$ cat config.mk
export PLATFORM = sky130hd
export DESIGN_NAME = lin_protocol_controller
export DESIGN_NICKNAME = d
export VERILOG_FILES = /design/src/verilog/lin_ctrl_pkg.sv /design/src/verilog/lin_protocol_controller.sv
export SDC_FILE = /design/constraint.sdc
export NUM_CORES = 1
export LEC_CHECK = 0
export ABC_AREA = 0
export BUFFER_PORTS_ARGS = -buffer_cell sky130_fd_sc_hd__clkbuf_2
export CAP_MARGIN = 20
export CORE_ASPECT_RATIO = 0.5
export CORE_MARGIN = 2
export CORE_UTILIZATION = 45
export DETAILED_ROUTE_END_ITERATION = 12
export GPL_ROUTABILITY_DRIVEN = 1
export PLACE_DENSITY_LB_ADDON = 0.05
export SLEW_MARGIN = 25
export SYNTH_ARGS = -nofsm -noshare
export SYNTH_HDL_FRONTEND = slang
export SYNTH_SLANG_ARGS = --single-unit
$ cat constraint.sdc
create_clock -name ref_clk -period 25.5 [get_ports ref_clk]
set_clock_uncertainty 0.05 [all_clocks]
set_input_delay 5.1 -clock ref_clk [delete_from_list [all_inputs] [get_ports ref_clk]]
set_output_delay 5.1 -clock ref_clk [all_outputs]
set_load 0.005 [all_outputs]
$ cat src/verilog/lin_ctrl_pkg.sv
// Constants, register map and shared types of the LIN protocol controller.
package lin_ctrl_pkg;

	// ==========================================================
	// Timing
	localparam int unsigned CLK_HZ = 100_000_000;
	localparam int unsigned MS_PER_S = 1000;
	localparam int unsigned MS_CYCLES = CLK_HZ / MS_PER_S;
	localparam int unsigned IDLE_S_0 = 4;
	localparam int unsigned IDLE_S_1 = 6;
	localparam int unsigned IDLE_S_2 = 8;
	localparam int unsigned IDLE_S_3 = 10;
	localparam logic [7:0] WAKE_MS_0 = 8'hB4;
	localparam logic [7:0] WAKE_MS_1 = 8'hC8;
	localparam logic [7:0] WAKE_MS_2 = 8'hDC;
	localparam logic [7:0] WAKE_MS_3 = 8'hF0;
	localparam logic [7:0] WAKE_PULSE_MS = 8'h01;
	localparam logic [20:0] BRK_DETECT_BITS = 21'h0_000B;
	localparam logic [20:0] BRK_SEND_BITS = 21'h0_000D;
	localparam logic [2:0] SYNC_EDGES = 3'h4;
	localparam logic [7:0] SYNC_BYTE = 8'h55;
	localparam logic [3:0] LEN_FROM_ID = 4'hF;
	localparam logic [3:0] MAX_BYTES = 4'h8;
	localparam logic [3:0] STOP_BIT_IDX = 4'h9;

	// ==========================================================
	// Register offsets
	localparam logic [3:0] OFF_CTRL = 4'h8;
	localparam logic [3:0] OFF_STATUS = 4'h9;
	localparam logic [3:0] OFF_ERROR = 4'hA;
	localparam logic [3:0] OFF_LENGTH = 4'hB;
	localparam logic [3:0] OFF_DIV_LO = 4'hC;
	localparam logic [3:0] OFF_TIMING = 4'hD;
	localparam logic [3:0] OFF_ID = 4'hE;
	localparam logic [3:0] OFF_BUS_TIMING = 4'hF;

	// ==========================================================
	// Field positions
	localparam int CTRL_START = 0;
	localparam int CTRL_SEND_WAKE = 1;
	localparam int CTRL_CLR_IRQ = 2;
	localparam int CTRL_CLR_FAULT = 3;
	localparam int CTRL_RESP_READY = 4;
	localparam int CTRL_TRANSMIT = 5;
	localparam int CTRL_SLEEP = 6;
	localparam int CTRL_STOP = 7;
	localparam int LEN_KIND = 7;
	localparam int TIM_DIV_MSB = 0;
	localparam int TIM_MASTER = 1;
	localparam int TIM_PRESC_LSB = 2;
	localparam int TIM_MUL_LSB = 4;
	localparam int IDLE_SEL_LSB = 0;
	localparam int WAKE_SEL_LSB = 2;

	// ==========================================================
	// Reset values
	localparam logic [8:0] BIT_TIME_DIVIDER_RST = 9'h0C8;
	localparam logic [1:0] PRESC_RST = 2'h0;
	localparam logic [3:0] MUL_RST = 4'h0;
	localparam logic [3:0] LEN_RST = 4'h0;
	localparam logic [7:0] ID_RST = 8'h00;
	localparam logic [1:0] SEL_RST = 2'h0;

	// ==========================================================
	// Types
	typedef struct packed {
		logic header_rx;
		logic idle_exp;
		logic wakeup;
		logic complete;
	} flags_t;

	typedef struct packed {
		logic framing;
		logic timeout;
		logic checksum;
		logic mismatch;
	} err_t;

endpackage : lin_ctrl_pkg

$ cat src/verilog/lin_protocol_controller.sv
// LIN data-link controller: header, response, checksum, sleep and wakeup.
//
// The strobed register port was decided locally.
`timescale 1ns/10ps

module lin_protocol_controller #(
	parameter int unsigned MS_CYCLES = lin_ctrl_pkg::MS_CYCLES
) (
	input wire logic ref_clk,
	input wire logic rst,
	input wire logic ce,
	input wire logic rxd,
	output logic txd,
	input wire logic [3:0] addr,
	input wire logic [7:0] wdata,
	input wire logic wr,
	input wire logic rd,
	output logic [7:0] rdata,
	output logic irq
);

	typedef enum logic [3:0] {
		ST_IDLE = 4'h0,
		ST_BRK = 4'h1,
		ST_SYNC = 4'h3,
		ST_ID = 4'h2,
		ST_WACK = 4'h6,
		ST_RESP = 4'h7,
		ST_IGNORE = 4'h5,
		ST_MBRK = 4'h4,
		ST_MDEL = 4'hC,
		ST_MSYNC = 4'hD,
		ST_WTX = 4'hF,
		ST_WWAIT = 4'hE
	} state_t;

	// ==========================================================
	// Functions
	function automatic logic [7:0] add_c(input logic [7:0] a,
		input logic [7:0] b);
		logic [8:0] s;
		s = {1'b0, a} + {1'b0, b};
		return s[7:0] + {7'h00, s[8]};
	endfunction : add_c

	function automatic logic [7:0] pid_of(input logic [5:0] id);
		logic p0;
		logic p1;
		p0 = id[0] ^ id[1] ^ id[2] ^ id[4];
		p1 = ~(id[1] ^ id[3] ^ id[4] ^ id[5]);
		return {p1, p0, id};
	endfunction : pid_of

	function automatic logic [3:0] resp_len(input logic [3:0] len,
		input logic [1:0] id54);
		if (len == lin_ctrl_pkg::LEN_FROM_ID) begin
			if (id54 == 2'h3) begin
				return 4'h8;
			end else if (id54 == 2'h2) begin
				return 4'h4;
			end else begin
				return 4'h2;
			end
		end else if (len > lin_ctrl_pkg::MAX_BYTES) begin
			return lin_ctrl_pkg::MAX_BYTES;
		end else begin
			return len;
		end
	endfunction : resp_len

	function automatic logic [13:0] idle_lim(input logic [1:0] sel);
		int unsigned s;
		case (sel)
			2'h0: s = lin_ctrl_pkg::IDLE_S_0;
			2'h1: s = lin_ctrl_pkg::IDLE_S_1;
			2'h2: s = lin_ctrl_pkg::IDLE_S_2;
			default: s = lin_ctrl_pkg::IDLE_S_3;
		endcase
		return 14'(s * lin_ctrl_pkg::MS_PER_S);
	endfunction : idle_lim

	function automatic logic [7:0] wake_lim(input logic [1:0] sel);
		case (sel)
			2'h0: return lin_ctrl_pkg::WAKE_MS_0;
			2'h1: return lin_ctrl_pkg::WAKE_MS_1;
			2'h2: return lin_ctrl_pkg::WAKE_MS_2;
			default: return lin_ctrl_pkg::WAKE_MS_3;
		endcase
	endfunction : wake_lim

	// ==========================================================
	// State
	logic [7:0] buf_q [8];
	logic [8:0] bit_time_divider_q;
	logic [1:0] presc_q;
	logic [3:0] mul_q;
	logic master_q;
	logic [3:0] len_q;
	logic kind_q;
	logic [7:0] id_q;
	logic [1:0] idle_sel_q;
	logic [1:0] wake_sel_q;
	logic transmit_q;
	logic sleep_q;
	lin_ctrl_pkg::flags_t flg_q;
	lin_ctrl_pkg::err_t err_q;
	logic irq_q;
	state_t st_q;
	logic rxd_m_q;
	logic rxd_s_q;
	logic rxd_p_q;
	logic [2:0] pre_cnt_q;
	logic [16:0] ms_cnt_q;
	logic [13:0] idle_ms_q;
	logic [7:0] wk_ms_q;
	logic [20:0] dom_cnt_q;
	logic [20:0] tcnt_q;
	logic [2:0] nf_q;
	logic [16:0] meas_q;
	logic meas_ok_q;
	logic bon_q;
	logic [3:0] bidx_q;
	logic [9:0] sh_q;
	logic [7:0] rx_q;
	logic [3:0] bi_q;
	logic [7:0] chk_q;
	logic [7:0] rdata_q;
	logic txd_q;
	logic [7:0] rd_mux;

	// ==========================================================
	// Register decode
	wire we = wr & ce;
	wire wr_ctrl = we && addr == lin_ctrl_pkg::OFF_CTRL;
	wire start_req = wr_ctrl & wdata[lin_ctrl_pkg::CTRL_START];
	wire wake_req = wr_ctrl & wdata[lin_ctrl_pkg::CTRL_SEND_WAKE];
	wire clr_irq = wr_ctrl & wdata[lin_ctrl_pkg::CTRL_CLR_IRQ];
	wire clr_fault = wr_ctrl & wdata[lin_ctrl_pkg::CTRL_CLR_FAULT];
	wire resp_ready = wr_ctrl & wdata[lin_ctrl_pkg::CTRL_RESP_READY];
	wire stop_req = wr_ctrl & wdata[lin_ctrl_pkg::CTRL_STOP];
	wire wr_buf = we && addr < lin_ctrl_pkg::OFF_CTRL;
	wire wr_id = we && addr == lin_ctrl_pkg::OFF_ID;
	wire error = |err_q;

	// ==========================================================
	// Bit timing
	wire [2:0] pre_max = 3'((4'h1 << presc_q) - 4'h1);
	wire pre_tick = ce && pre_cnt_q == pre_max;
	wire [16:0] m_bt = {8'h00, bit_time_divider_q} * ({13'h0000, mul_q} + 17'h0_0001);
	wire [16:0] s_bt = meas_ok_q ? meas_q : {8'h00, bit_time_divider_q};
	wire [16:0] bt = master_q ? m_bt : s_bt;
	wire [20:0] bt_w = {4'h0, bt};
	wire [20:0] half = {5'h00, bt[16:1]};
	wire [20:0] bt_m1 = bt_w - 21'h0_0001;
	wire [20:0] brk_thr = bt_w * lin_ctrl_pkg::BRK_DETECT_BITS;
	wire [20:0] brk_len = bt_w * lin_ctrl_pkg::BRK_SEND_BITS;
	wire [16:0] ms_m1 = 17'(MS_CYCLES - 1);
	wire ms_tick = ce && ms_cnt_q == ms_m1;

	// ==========================================================
	// Bus events
	wire fall = ce & rxd_p_q & ~rxd_s_q;
	wire rise = ce & ~rxd_p_q & rxd_s_q;
	wire wk_st = st_q == ST_WTX || st_q == ST_WWAIT;
	wire brk_ok = !master_q && !sleep_q && !wk_st && st_q != ST_BRK &&
		st_q != ST_SYNC;
	wire brk_hit = pre_tick && !rxd_s_q && dom_cnt_q == brk_thr && brk_ok;
	wire byte_st = st_q == ST_MSYNC || st_q == ST_ID || st_q == ST_RESP;
	wire btx = st_q == ST_MSYNC || (st_q == ST_ID && master_q) ||
		(st_q == ST_RESP && transmit_q);
	wire samp = bon_q && pre_tick && tcnt_q == half;
	wire tend = bon_q && pre_tick && tcnt_q == bt_m1;
	wire last_bit = bidx_q == lin_ctrl_pkg::STOP_BIT_IDX;
	wire byte_done = last_bit && (btx ? tend : samp);
	wire [3:0] n_bytes = resp_len(len_q, id_q[5:4]);
	wire [7:0] pid = master_q ? pid_of(id_q[5:0]) : id_q;
	wire last_byte = bi_q == n_bytes;
	wire [7:0] tx_byte = st_q == ST_MSYNC ? lin_ctrl_pkg::SYNC_BYTE :
		st_q == ST_ID ? pid : !last_byte ? buf_q[bi_q[2:0]] : ~chk_q;
	wire [7:0] cur_byte = btx ? tx_byte : rx_q;

	wire ev_hdr = st_q == ST_ID && byte_done;
	wire ev_resp = st_q == ST_RESP && byte_done && last_byte;
	wire ev_chk_err = ev_resp && !transmit_q && rx_q != ~chk_q;
	wire ev_done = ev_resp && !ev_chk_err;
	wire ev_mism = samp && btx && rxd_s_q != sh_q[bidx_q];
	wire ev_frame = samp && !btx && last_bit && !rxd_s_q;
	wire ev_noack = st_q == ST_WACK && fall && !resp_ready && !stop_req;
	wire ev_idle = ce && !sleep_q && idle_ms_q == idle_lim(idle_sel_q);
	wire ev_wk_rx = sleep_q && rise && !wk_st && dom_cnt_q >= bt_w;
	wire wk_pulse_end = st_q == ST_WTX &&
		wk_ms_q == lin_ctrl_pkg::WAKE_PULSE_MS + 8'h01;
	wire ev_wk_ok_m = wk_pulse_end && master_q;
	wire ev_wk_to = ce && st_q == ST_WWAIT &&
		wk_ms_q == wake_lim(wake_sel_q);
	wire abort = ev_mism | ev_frame | ev_idle | ev_chk_err;
	wire ev_any = ev_hdr | ev_done | ev_chk_err | ev_mism | ev_frame |
		ev_noack | ev_idle | ev_wk_rx | ev_wk_ok_m | ev_wk_to;

	// ==========================================================
	// Pin sampling and counters
	always_ff @(posedge ref_clk or posedge rst) begin
		if (rst) begin
			rxd_m_q <= 1'b1;
			rxd_s_q <= 1'b1;
			rxd_p_q <= 1'b1;
			txd_q <= 1'b1;
		end else if (ce) begin
			rxd_m_q <= rxd;
			rxd_s_q <= rxd_m_q;
			rxd_p_q <= rxd_s_q;
			txd_q <= (bon_q && btx) ? sh_q[bidx_q] :
				!(st_q == ST_MBRK || st_q == ST_WTX);
		end
	end

	always_ff @(posedge ref_clk or posedge rst) begin
		if (rst) begin
			pre_cnt_q <= 3'h0;
			ms_cnt_q <= 17'h0_0000;
			dom_cnt_q <= 21'h0_0000;
		end else if (ce) begin
			pre_cnt_q <= pre_tick ? 3'h0 : pre_cnt_q + 3'h1;
			ms_cnt_q <= ms_tick ? 17'h0_0000 : ms_cnt_q + 17'h0_0001;
			if (rxd_s_q) begin
				dom_cnt_q <= 21'h0_0000;
			end else if (pre_tick && dom_cnt_q != 21'h1F_FFFF) begin
				dom_cnt_q <= dom_cnt_q + 21'h0_0001;
			end
		end
	end

	// Any edge on the bus counts as activity; sleep holds the count at zero.
	always_ff @(posedge ref_clk or posedge rst) begin
		if (rst) begin
			idle_ms_q <= 14'h0000;
			wk_ms_q <= 8'h00;
		end else if (ce) begin
			if (fall || rise || sleep_q) begin
				idle_ms_q <= 14'h0000;
			end else if (ms_tick && !ev_idle) begin
				idle_ms_q <= idle_ms_q + 14'h0001;
			end
			if (!wk_st || wk_pulse_end) begin
				wk_ms_q <= 8'h00;
			end else if (ms_tick) begin
				wk_ms_q <= wk_ms_q + 8'h01;
			end
		end
	end

	// ==========================================================
	// Configuration registers
	always_ff @(posedge ref_clk or posedge rst) begin
		if (rst) begin
			bit_time_divider_q <= lin_ctrl_pkg::BIT_TIME_DIVIDER_RST;
			presc_q <= lin_ctrl_pkg::PRESC_RST;
			mul_q <= lin_ctrl_pkg::MUL_RST;
			master_q <= 1'b0;
			len_q <= lin_ctrl_pkg::LEN_RST;
			kind_q <= 1'b0;
			idle_sel_q <= lin_ctrl_pkg::SEL_RST;
			wake_sel_q <= lin_ctrl_pkg::SEL_RST;
			transmit_q <= 1'b0;
		end else if (we) begin
			if (addr == lin_ctrl_pkg::OFF_DIV_LO) begin
				bit_time_divider_q[7:0] <= wdata;
			end else if (addr == lin_ctrl_pkg::OFF_TIMING) begin
				bit_time_divider_q[8] <= wdata[lin_ctrl_pkg::TIM_DIV_MSB];
				master_q <= wdata[lin_ctrl_pkg::TIM_MASTER];
				presc_q <= wdata[lin_ctrl_pkg::TIM_PRESC_LSB +: 2];
				mul_q <= wdata[lin_ctrl_pkg::TIM_MUL_LSB +: 4];
			end else if (addr == lin_ctrl_pkg::OFF_LENGTH) begin
				len_q <= wdata[3:0];
				kind_q <= wdata[lin_ctrl_pkg::LEN_KIND];
			end else if (addr == lin_ctrl_pkg::OFF_BUS_TIMING) begin
				idle_sel_q <= wdata[lin_ctrl_pkg::IDLE_SEL_LSB +: 2];
				wake_sel_q <= wdata[lin_ctrl_pkg::WAKE_SEL_LSB +: 2];
			end else if (addr == lin_ctrl_pkg::OFF_CTRL) begin
				transmit_q <= wdata[lin_ctrl_pkg::CTRL_TRANSMIT];
			end
		end
	end

	// ==========================================================
	// Flags: a hardware set always wins over a software clear.
	always_ff @(posedge ref_clk or posedge rst) begin
		if (rst) begin
			sleep_q <= 1'b0;
			flg_q <= '0;
			err_q <= '0;
			irq_q <= 1'b0;
		end else if (ce) begin
			if (ev_idle) begin
				sleep_q <= 1'b1;
			end else if (wr_ctrl) begin
				sleep_q <= wdata[lin_ctrl_pkg::CTRL_SLEEP];
			end
			flg_q.header_rx <= (flg_q.header_rx & ~clr_irq) | ev_hdr;
			flg_q.idle_exp <= (flg_q.idle_exp & ~clr_irq) | ev_idle;
			flg_q.wakeup <= (flg_q.wakeup & ~clr_irq) | ev_wk_rx |
				ev_wk_ok_m | ev_wk_to;
			flg_q.complete <= (flg_q.complete & ~clr_irq) | ev_done;
			err_q.mismatch <= (err_q.mismatch & ~clr_fault) | ev_mism;
			err_q.checksum <= (err_q.checksum & ~clr_fault) | ev_chk_err;
			err_q.timeout <= (err_q.timeout & ~clr_fault) | ev_noack |
				ev_wk_to;
			err_q.framing <= (err_q.framing & ~clr_fault) | ev_frame;
			irq_q <= (irq_q & ~clr_irq) | ev_any;
		end
	end

	// ==========================================================
	// Frame sequencer and byte engine
	always_ff @(posedge ref_clk or posedge rst) begin
		if (rst) begin
			st_q <= ST_IDLE;
			tcnt_q <= 21'h0_0000;
			nf_q <= 3'h0;
			meas_q <= 17'h0_0000;
			meas_ok_q <= 1'b0;
			bon_q <= 1'b0;
			bidx_q <= 4'h0;
			sh_q <= 10'h3FF;
			rx_q <= 8'h00;
			bi_q <= 4'h0;
			chk_q <= 8'h00;
			id_q <= lin_ctrl_pkg::ID_RST;
			for (int i = 0; i < 8; i++) begin
				buf_q[i] <= 8'h00;
			end
		end else if (ce) begin
			if (wr_buf) begin
				buf_q[addr[2:0]] <= wdata;
			end
			if (wr_id) begin
				id_q <= wdata;
			end
			if (abort || ev_wk_to) begin
				st_q <= ST_IDLE;
				bon_q <= 1'b0;
			end else if (brk_hit) begin
				st_q <= ST_BRK;
				bon_q <= 1'b0;
			end else begin
				if (byte_st) begin
					if (!bon_q) begin
						if (btx || fall) begin
							bon_q <= 1'b1;
							bidx_q <= 4'h0;
							tcnt_q <= 21'h0_0000;
							sh_q <= {1'b1, tx_byte, 1'b0};
						end
					end else if (pre_tick) begin
						if (samp && bidx_q != 4'h0 && !last_bit) begin
							rx_q <= {rxd_s_q, rx_q[7:1]};
						end
						if (byte_done) begin
							bon_q <= 1'b0;
						end else if (tend) begin
							tcnt_q <= 21'h0_0000;
							bidx_q <= bidx_q + 4'h1;
						end else begin
							tcnt_q <= tcnt_q + 21'h0_0001;
						end
					end
				end
				case (st_q)
					ST_IDLE: begin
						if (start_req && master_q && !error && !sleep_q) begin
							st_q <= ST_MBRK;
							tcnt_q <= 21'h0_0000;
						end else if (wake_req && !error) begin
							st_q <= ST_WTX;
						end
					end
					ST_BRK: begin
						if (rxd_s_q) begin
							st_q <= ST_SYNC;
							nf_q <= 3'h0;
							tcnt_q <= 21'h0_0000;
						end
					end
					ST_SYNC: begin
						if (fall) begin
							if (nf_q == 3'h0) begin
								tcnt_q <= 21'h0_0000;
								nf_q <= 3'h1;
							end else if (nf_q == lin_ctrl_pkg::SYNC_EDGES) begin
								// Five falling edges span eight bit times.
								meas_q <= tcnt_q[19:3];
								meas_ok_q <= 1'b1;
								st_q <= ST_ID;
								bon_q <= 1'b0;
							end else begin
								nf_q <= nf_q + 3'h1;
							end
						end else if (pre_tick && nf_q != 3'h0) begin
							tcnt_q <= tcnt_q + 21'h0_0001;
						end
					end
					ST_MBRK: begin
						if (pre_tick) begin
							if (tcnt_q == brk_len) begin
								st_q <= ST_MDEL;
								tcnt_q <= 21'h0_0000;
							end else begin
								tcnt_q <= tcnt_q + 21'h0_0001;
							end
						end
					end
					ST_MDEL: begin
						if (pre_tick) begin
							if (tcnt_q == bt_w) begin
								st_q <= ST_MSYNC;
								bon_q <= 1'b0;
							end else begin
								tcnt_q <= tcnt_q + 21'h0_0001;
							end
						end
					end
					ST_MSYNC: begin
						if (byte_done) begin
							st_q <= ST_ID;
						end
					end
					ST_ID: begin
						if (byte_done) begin
							st_q <= ST_WACK;
							if (!master_q) begin
								id_q <= rx_q;
							end
						end
					end
					ST_WACK: begin
						if (resp_ready) begin
							st_q <= ST_RESP;
							bi_q <= 4'h0;
							bon_q <= 1'b0;
							chk_q <= kind_q ? pid : 8'h00;
						end else if (stop_req) begin
							st_q <= ST_IGNORE;
						end else if (ev_noack) begin
							st_q <= ST_IGNORE;
						end
					end
					ST_RESP: begin
						if (byte_done) begin
							if (last_byte) begin
								st_q <= ST_IDLE;
							end else begin
								chk_q <= add_c(chk_q, cur_byte);
								if (!transmit_q) begin
									buf_q[bi_q[2:0]] <= rx_q;
								end
								bi_q <= bi_q + 4'h1;
							end
						end
					end
					ST_WTX: begin
						if (wk_pulse_end) begin
							st_q <= master_q ? ST_IDLE : ST_WWAIT;
						end
					end
					ST_WWAIT: begin
						if (fall) begin
							st_q <= ST_IDLE;
						end
					end
					default: begin
						st_q <= st_q;
					end
				endcase
			end
		end
	end

	// ==========================================================
	// Read port
	always_comb begin
		if (addr < lin_ctrl_pkg::OFF_CTRL) begin
			rd_mux = buf_q[addr[2:0]];
		end else if (addr == lin_ctrl_pkg::OFF_CTRL) begin
			rd_mux = {1'b0, sleep_q, transmit_q, 5'h00};
		end else if (addr == lin_ctrl_pkg::OFF_STATUS) begin
			rd_mux = {sleep_q, st_q != ST_IDLE, flg_q.header_rx,
				flg_q.idle_exp, irq_q, error, flg_q.wakeup, flg_q.complete};
		end else if (addr == lin_ctrl_pkg::OFF_ERROR) begin
			rd_mux = {4'h0, err_q};
		end else if (addr == lin_ctrl_pkg::OFF_LENGTH) begin
			rd_mux = {kind_q, 3'h0, len_q};
		end else if (addr == lin_ctrl_pkg::OFF_DIV_LO) begin
			rd_mux = bit_time_divider_q[7:0];
		end else if (addr == lin_ctrl_pkg::OFF_TIMING) begin
			rd_mux = {mul_q, presc_q, master_q, bit_time_divider_q[8]};
		end else if (addr == lin_ctrl_pkg::OFF_ID) begin
			rd_mux = id_q;
		end else begin
			rd_mux = {4'h0, wake_sel_q, idle_sel_q};
		end
	end

	always_ff @(posedge ref_clk or posedge rst) begin
		if (rst) begin
			rdata_q <= 8'h00;
		end else if (ce) begin
			rdata_q <= rd ? rd_mux : 8'h00;
		end
	end

	assign rdata = rdata_q;
	assign txd = txd_q;
	assign irq = irq_q;

endmodule : lin_protocol_controller

Word level (Yosys, flattened, before mapping)
Cells that the tools add are included.
{"block": "classes", "n_addsub": 14, "mul": 4, "div": 0, "magnitude_cmp": 8, "n_eq_ne": 68, "shift": 1, "mux": 134, "bitwise_logic": 66, "reduce_logical": 110}
{"operator": "two-way mux 64 bit", "count": 8}
{"operator": "two-way mux 21 bit", "count": 17}
{"operator": "two-way mux 8 bit", "count": 32}
{"operator": "two-way mux 4 bit", "count": 33}
{"operator": "bitwise mux 64 bit", "count": 2}
{"operator": "case mux 21 bit (5 select lines)", "count": 1}
{"operator": "== test 21 bit", "count": 3}
{"operator": "== test 4 bit (second input constant)", "count": 14}
{"operator": "logical AND 1 bit", "count": 53}
{"operator": "two-way mux 17 bit", "count": 3}
{"operator": "binary-select mux 8 bit (select 3 bit)", "count": 2}
{"operator": "demux 8 bit (select 3 bit)", "count": 2}
{"operator": "case mux 4 bit (11 select lines)", "count": 1}
{"operator": "adder 21 x 1 -> 21 bit (second input constant)", "count": 2}
{"operator": "multiplier 17 x 4 -> 21 bit (second input constant)", "count": 2}
{"operator": "multiplier 32 x 7 -> 11 bit (second input constant)", "count": 1}
{"operator": "two-way mux 14 bit", "count": 2}
{"operator": "!= test 4 x 3 -> 1 bit (second input constant)", "count": 7}
{"operator": "AND reduction 7 bit", "count": 4}
{"operator": "!= test 4 bit (second input constant)", "count": 6}
{"operator": "OR 1 bit", "count": 24}
{"operator": "== test 21 x 16 -> 1 bit", "count": 1}
{"operator": "== test 21 x 17 -> 1 bit", "count": 1}
{"operator": "greater-or-equal comparator 21 x 17 -> 1 bit", "count": 1}
{"operator": "70 further kinds", "count": 183}
{"block": "word_totals", "regBits": 263, "latchBits": 0, "ram_bits": 0, "romBits": 0, "output_inout_bits": 10, "mem_count": 0}

Logic depth before layout (Yosys ltp)
{"block": "logic_depth", "depth_word": 24, "depth_mapped": 36, "depth_no_buf": 31}

Worst setup path before layout
Ideal clock, no wire load.
{"block": "synth_timing", "path_kind": "input port to flip-flop", "from": "input ce", "to": "register meas_q[0]", "setup_time_ns": 0.125, "arrival_ns": 8.384, "required_time_ns": 25.325, "setup_slack_ns": 16.941, "cell_stages": 13, "path_buffers": 2, "cell_sequence": "or3b_1 -> a2111oi_2 -> nor2_1 -> or4b_2 -> nor4b_1 -> nand4_1 -> nor4b_1 -> a31oi_1 -> nand3_2 -> nand2b_1 -> buf_2 -> buf_2 -> mux2_2"}
{"block": "synth_between", "elab_chain_len": 13}
{"element": "start: declaration", "line": "lin_protocol_controller.sv:11", "rtl": "input wire logic ce,"}
{"element": "logical AND 1 bit", "line": "lin_protocol_controller.sv:148", "rtl": "wire pre_tick = ce && pre_cnt_q == pre_max;"}
{"element": "logical AND 1 bit", "line": "lin_protocol_controller.sv:171, lin_protocol_controller.sv:172"}
{"element": "logical AND 1 bit (on tied branches)", "line": "lin_protocol_controller.sv:171, lin_protocol_controller.sv:172"}
{"element": "two-way mux 1 bit", "line": "lin_protocol_controller.sv:174", "rtl": "wire byte_done = last_bit && (btx ? tend : samp);"}
{"element": "logical AND 1 bit", "line": "lin_protocol_controller.sv:174"}
{"element": "logical AND 1 bit (2 in series)", "line": "lin_protocol_controller.sv:183", "rtl": "wire ev_resp = st_q == ST_RESP && byte_done && last_byte;"}
{"element": "logical AND 1 bit (2 in series)", "line": "lin_protocol_controller.sv:184", "rtl": "wire ev_chk_err = ev_resp && !transmit_q && rx_q != ~chk_q;"}
{"element": "OR 1 bit", "line": "lin_protocol_controller.sv:196", "rtl": "wire abort = ev_mism | ev_frame | ev_idle | ev_chk_err;"}
{"element": "logical OR 1 bit", "line": "lin_protocol_controller.sv:339", "rtl": "if (abort || ev_wk_to) begin"}
{"element": "NOT 1 bit (no line)"}
{"element": "AND reduction 7 bit (no line) (*)"}
{"element": "end signal: assignment", "line": "lin_protocol_controller.sv:391", "rtl": "meas_q <= tcnt_q[19:3];"}
{"element": "end: declaration", "line": "lin_protocol_controller.sv:119", "rtl": "logic [16:0] meas_q;"}
Every way passes the cells marked *; elsewhere a longest branch is shown, timed or not.
A chain may end at the register's enable or synchronous reset.

Worst setup path in the final report
{"block": "layout_timing", "from": "register mul_q[0]", "to": "register meas_q[8]"}
{"block": "layout_between", "elab_chain_len": 16}
{"element": "start: declaration", "line": "lin_protocol_controller.sv:96", "rtl": "logic [3:0] mul_q;"}
{"element": "start signal: assignment", "line": "lin_protocol_controller.sv:258", "rtl": "mul_q <= lin_ctrl_pkg::MUL_RST;"}
{"element": "start signal: assignment", "line": "lin_protocol_controller.sv:272", "rtl": "mul_q <= wdata[lin_ctrl_pkg::TIM_MUL_LSB +: 4];"}
{"element": "adder 4 x 1 -> 5 bit (*)", "line": "lin_protocol_controller.sv:149", "rtl": "wire [16:0] m_bt = {8'h00, bit_time_divider_q} * ({13'h0000, mul_q} + 17'h0_0001);"}
{"element": "multiplier 9 x 5 -> 14 bit (*)", "line": "lin_protocol_controller.sv:149"}
{"element": "two-way mux 17 bit (*)", "line": "lin_protocol_controller.sv:151", "rtl": "wire [16:0] bt = master_q ? m_bt : s_bt;"}
{"element": "parallel branches: the longest is 12 deep, another holds multiplier 17 x 4 -> 21 bit"}
{"element": "AND reduction 7 bit (no line) (*)"}
Mark *: on every way between the ends.

==> metrics.txt <==
Remaining DRCs 0; remaining global-route overflow 0; Reg power frac 17.4%; synthesized instance count 2986; post-route ant nets 0; count of different cell masters after synthesis 98; clock period minus worst slack 11.14 ns; synthesized area per cell 8.61 um^2; Port-buffer cells 27; startpoint class of the critical path register; IO Pins 28; final core occ 49.0%; Syn Nets 3206; CP Max Fanout 55; cell area after synthesis 0.0257 mm^2; initial antenna violation count 0; most frequent cells in the layout nand2_1, dfrtp_1, nor2_1; ys flop type dfrtp_1; Gate power share 69.1%; clk slew on worst S/H paths 0.07 ns; largest net degree at the start of global routing 158; htree depth 1; Die Wd 342 um; nets 3134; R2R Path Start mul_q[0]; fin. max-slew vios 0; number of global-route vias before repair 21900; Die H 173 um; vias per cell 6.23; delay-heaviest family, CP simple AND/OR/NAND/NOR gates; Net Sw Power 1750 uW; die area 0.0592 mm^2; async set or reset register ratio after synthesis 100%; clk sinks 263; slowest cell on the critical path nand2b_1; outcome completed; leakage 0.0121 uW; post-synthesis register bit count 263; Hold Slack 0.432 ns; Worst EP arrival 11.58 ns; Hold Violations, Final 0; most common cell after layout, fill and taps aside nand2_1; # resized after CTS 0; CTS tree done; Max Cap Violations 0; TritonCTS Buffers 28; Post-Place Setup Slack 14.47 ns; fmax 89.7 MHz; Final Power 3420 uW; # setup viols final 0; first-pass GRT wire length 138000 um; CTS Buffer Depth 3; switching part of the total power 51.3%; hold path startpoint txd; DRT iter0 DRCs 2361; Clk pwr share 13.5%; CP Data Required Time 25.94 ns; post-synth top area cell dfrtp_1; Power Internal 1660 uW; max_slew headroom 28.5%; Setup CP Type reg -> reg; wirelength, routed 88700 um; Power Dens Cells 125 mW/mm^2; Worst R2R Setup Slack 14.36 ns; VDD IR max 0.000108 V; Rows 61; layout cell share with drive strength beyond 1 14.0%; worst r2r path cells 28; sequential-to-total area share from yosys stat 25.7%; Layout area overhead 6.80%; slowest stage delay, CP 0.84 ns; WHS Endpoint txd; crit share post-route 43.7%; Vias 23000; yosys synthesis warning count 0; Worst Setup End Kind register; Worst-Margin Slew 1.07 ns; diode count 0; core area 0.0560 mm^2; root buffer cell clkbuf_16; final setup TNS 0 ns; Pre-antenna DRT Iters 6; cts-stage hold buffer count 0; Worst-Skew Late Latency 0.63 ns; GRT Util Overall 29.8%; type of the worst min-delay path reg -> reg; initial core utilization 45.9%; GPL Wtd Cong 0.964; wire length per cell 24.0 um; Post-synth EDFFs 0; final setup margin 14.36 ns; top cells by area, synth dfrtp_1, mux2_2, ha_1; area fraction of the dominant cell type after synthesis 24.1%; dpl hpwl 65200 um; RSZ-0062 raised after global routing no; crit path buf inv count 3; reg2reg end meas_q[8]; cell depth of the worst hold path 2; total setup buffers inserted after CTS 0
worst max-delay path by stage:
stage,from,endpoint,slack [ns],cells after the start
3_3_place_gp,mul_q[0],meas_q[15],14.70,28
6_report,mul_q[0],meas_q[8],14.36,28
2_1_floorplan,rst,bi_q[0],13.14,1
5_1_grt,mul_q[0],meas_q[8],13.68,28
4_1_cts,mul_q[0],meas_q[8],14.44,28
3_5_place_dp,mul_q[0],meas_q[8],14.47,28
tightest hold or removal path, delay by kind of cell, from the launching register on:
family	cells	cell delay, ns
compound gates	1	0.06
buf+inv	1	0.04
flops	1	0.37
power groups by stage:
stage / clock network [uW] / registers, uW / logic (uW)
4_1_cts: 469 / 591 / 2320
6_report: 461 / 594 / 2360
5_1_grt: 486 / 603 / 2610
2_1_floorplan: 0 / 537 / 1750
3_5_place_dp: 0 / 598 / 2310
3_3_place_gp: 0 / 597 / 2310
cells in the mapped netlist, types with 24 or more instances:
| master | instances |
|---|---|
| o211ai_1 | 44 |
| a21oi_1 | 140 |
| mux4_2 | 33 |
| mux2i_1 | 27 |
| and3_1 | 41 |
| nand3_1 | 76 |
| dfrtp_1 | 247 |
| a31oi_1 | 39 |
| a22oi_1 | 26 |
| a21o_1 | 45 |
| nor4_1 | 40 |
| a211o_1 | 25 |
| a211oi_1 | 24 |
| nand2_1 | 326 |
| ha_1 | 152 |
| nor3_1 | 62 |
| nor2b_1 | 37 |
| xnor2_1 | 119 |
| xor2_1 | 74 |
| inv_1 | 179 |
| nand2b_1 | 32 |
| fa_1 | 50 |
| nand4_1 | 44 |
| and2_1 | 42 |
| clkbuf_1 | 136 |
| nor2_1 | 202 |
| mux2_2 | 186 |
| o21ai_0 | 167 |
cell type report:
cell class	instances	area, um^2
fill	5536	28600
timing repair buffer	63	438
multi-input combinational	2377	17800
clock inverter	18	244
sequential	263	6600
inverter	181	689
clock buffer	34	743
tap	756	946
registers in the layout, summed over array words and instances, names as in the netlist, 9 cells and up:
name,flops
dom_cnt_q,21
meas_q,17
bit_time_divider_q,9
ms_cnt_q,17
sh_q,9
idle_ms_q,14
buf_q,64
tcnt_q,21
logic make-up (layout without fill, tap and decap cells):
kind of cell	after synthesis	in the layout	share of synthesized area [%]
flip-flops	263	263	25.7
multiplexers	246	246	12.1
AND/OR/NAND/NOR	1032	1032	20.5
adder cells (fa/ha/maj)	204	204	11.4
buffers and inverters	346	296	5.27
AO/OA/AOI/OAI	697	697	18.1
XOR/XNOR	198	198	6.99
per-stage QoR:
stage / instance area, um^2 / std cells
3_5_place_dp: 26400 / 3639
6_report: 27400 / 3692
2_1_floorplan: 25700 / 2986
5_1_grt: 27400 / 3692
3_3_place_gp: 26400 / 3639
4_1_cts: 27400 / 3691
metal layers:
metal	GRT usage, %	vias to the layer above	share of wire, %
met2	44.4	812	43
li1	-	10700	-
met5	0	-	0
met3	3.92	117	6.9
met4	6.36	0	2.1
met1	45.7	11400	48
(Power assumes the default switching activity.)
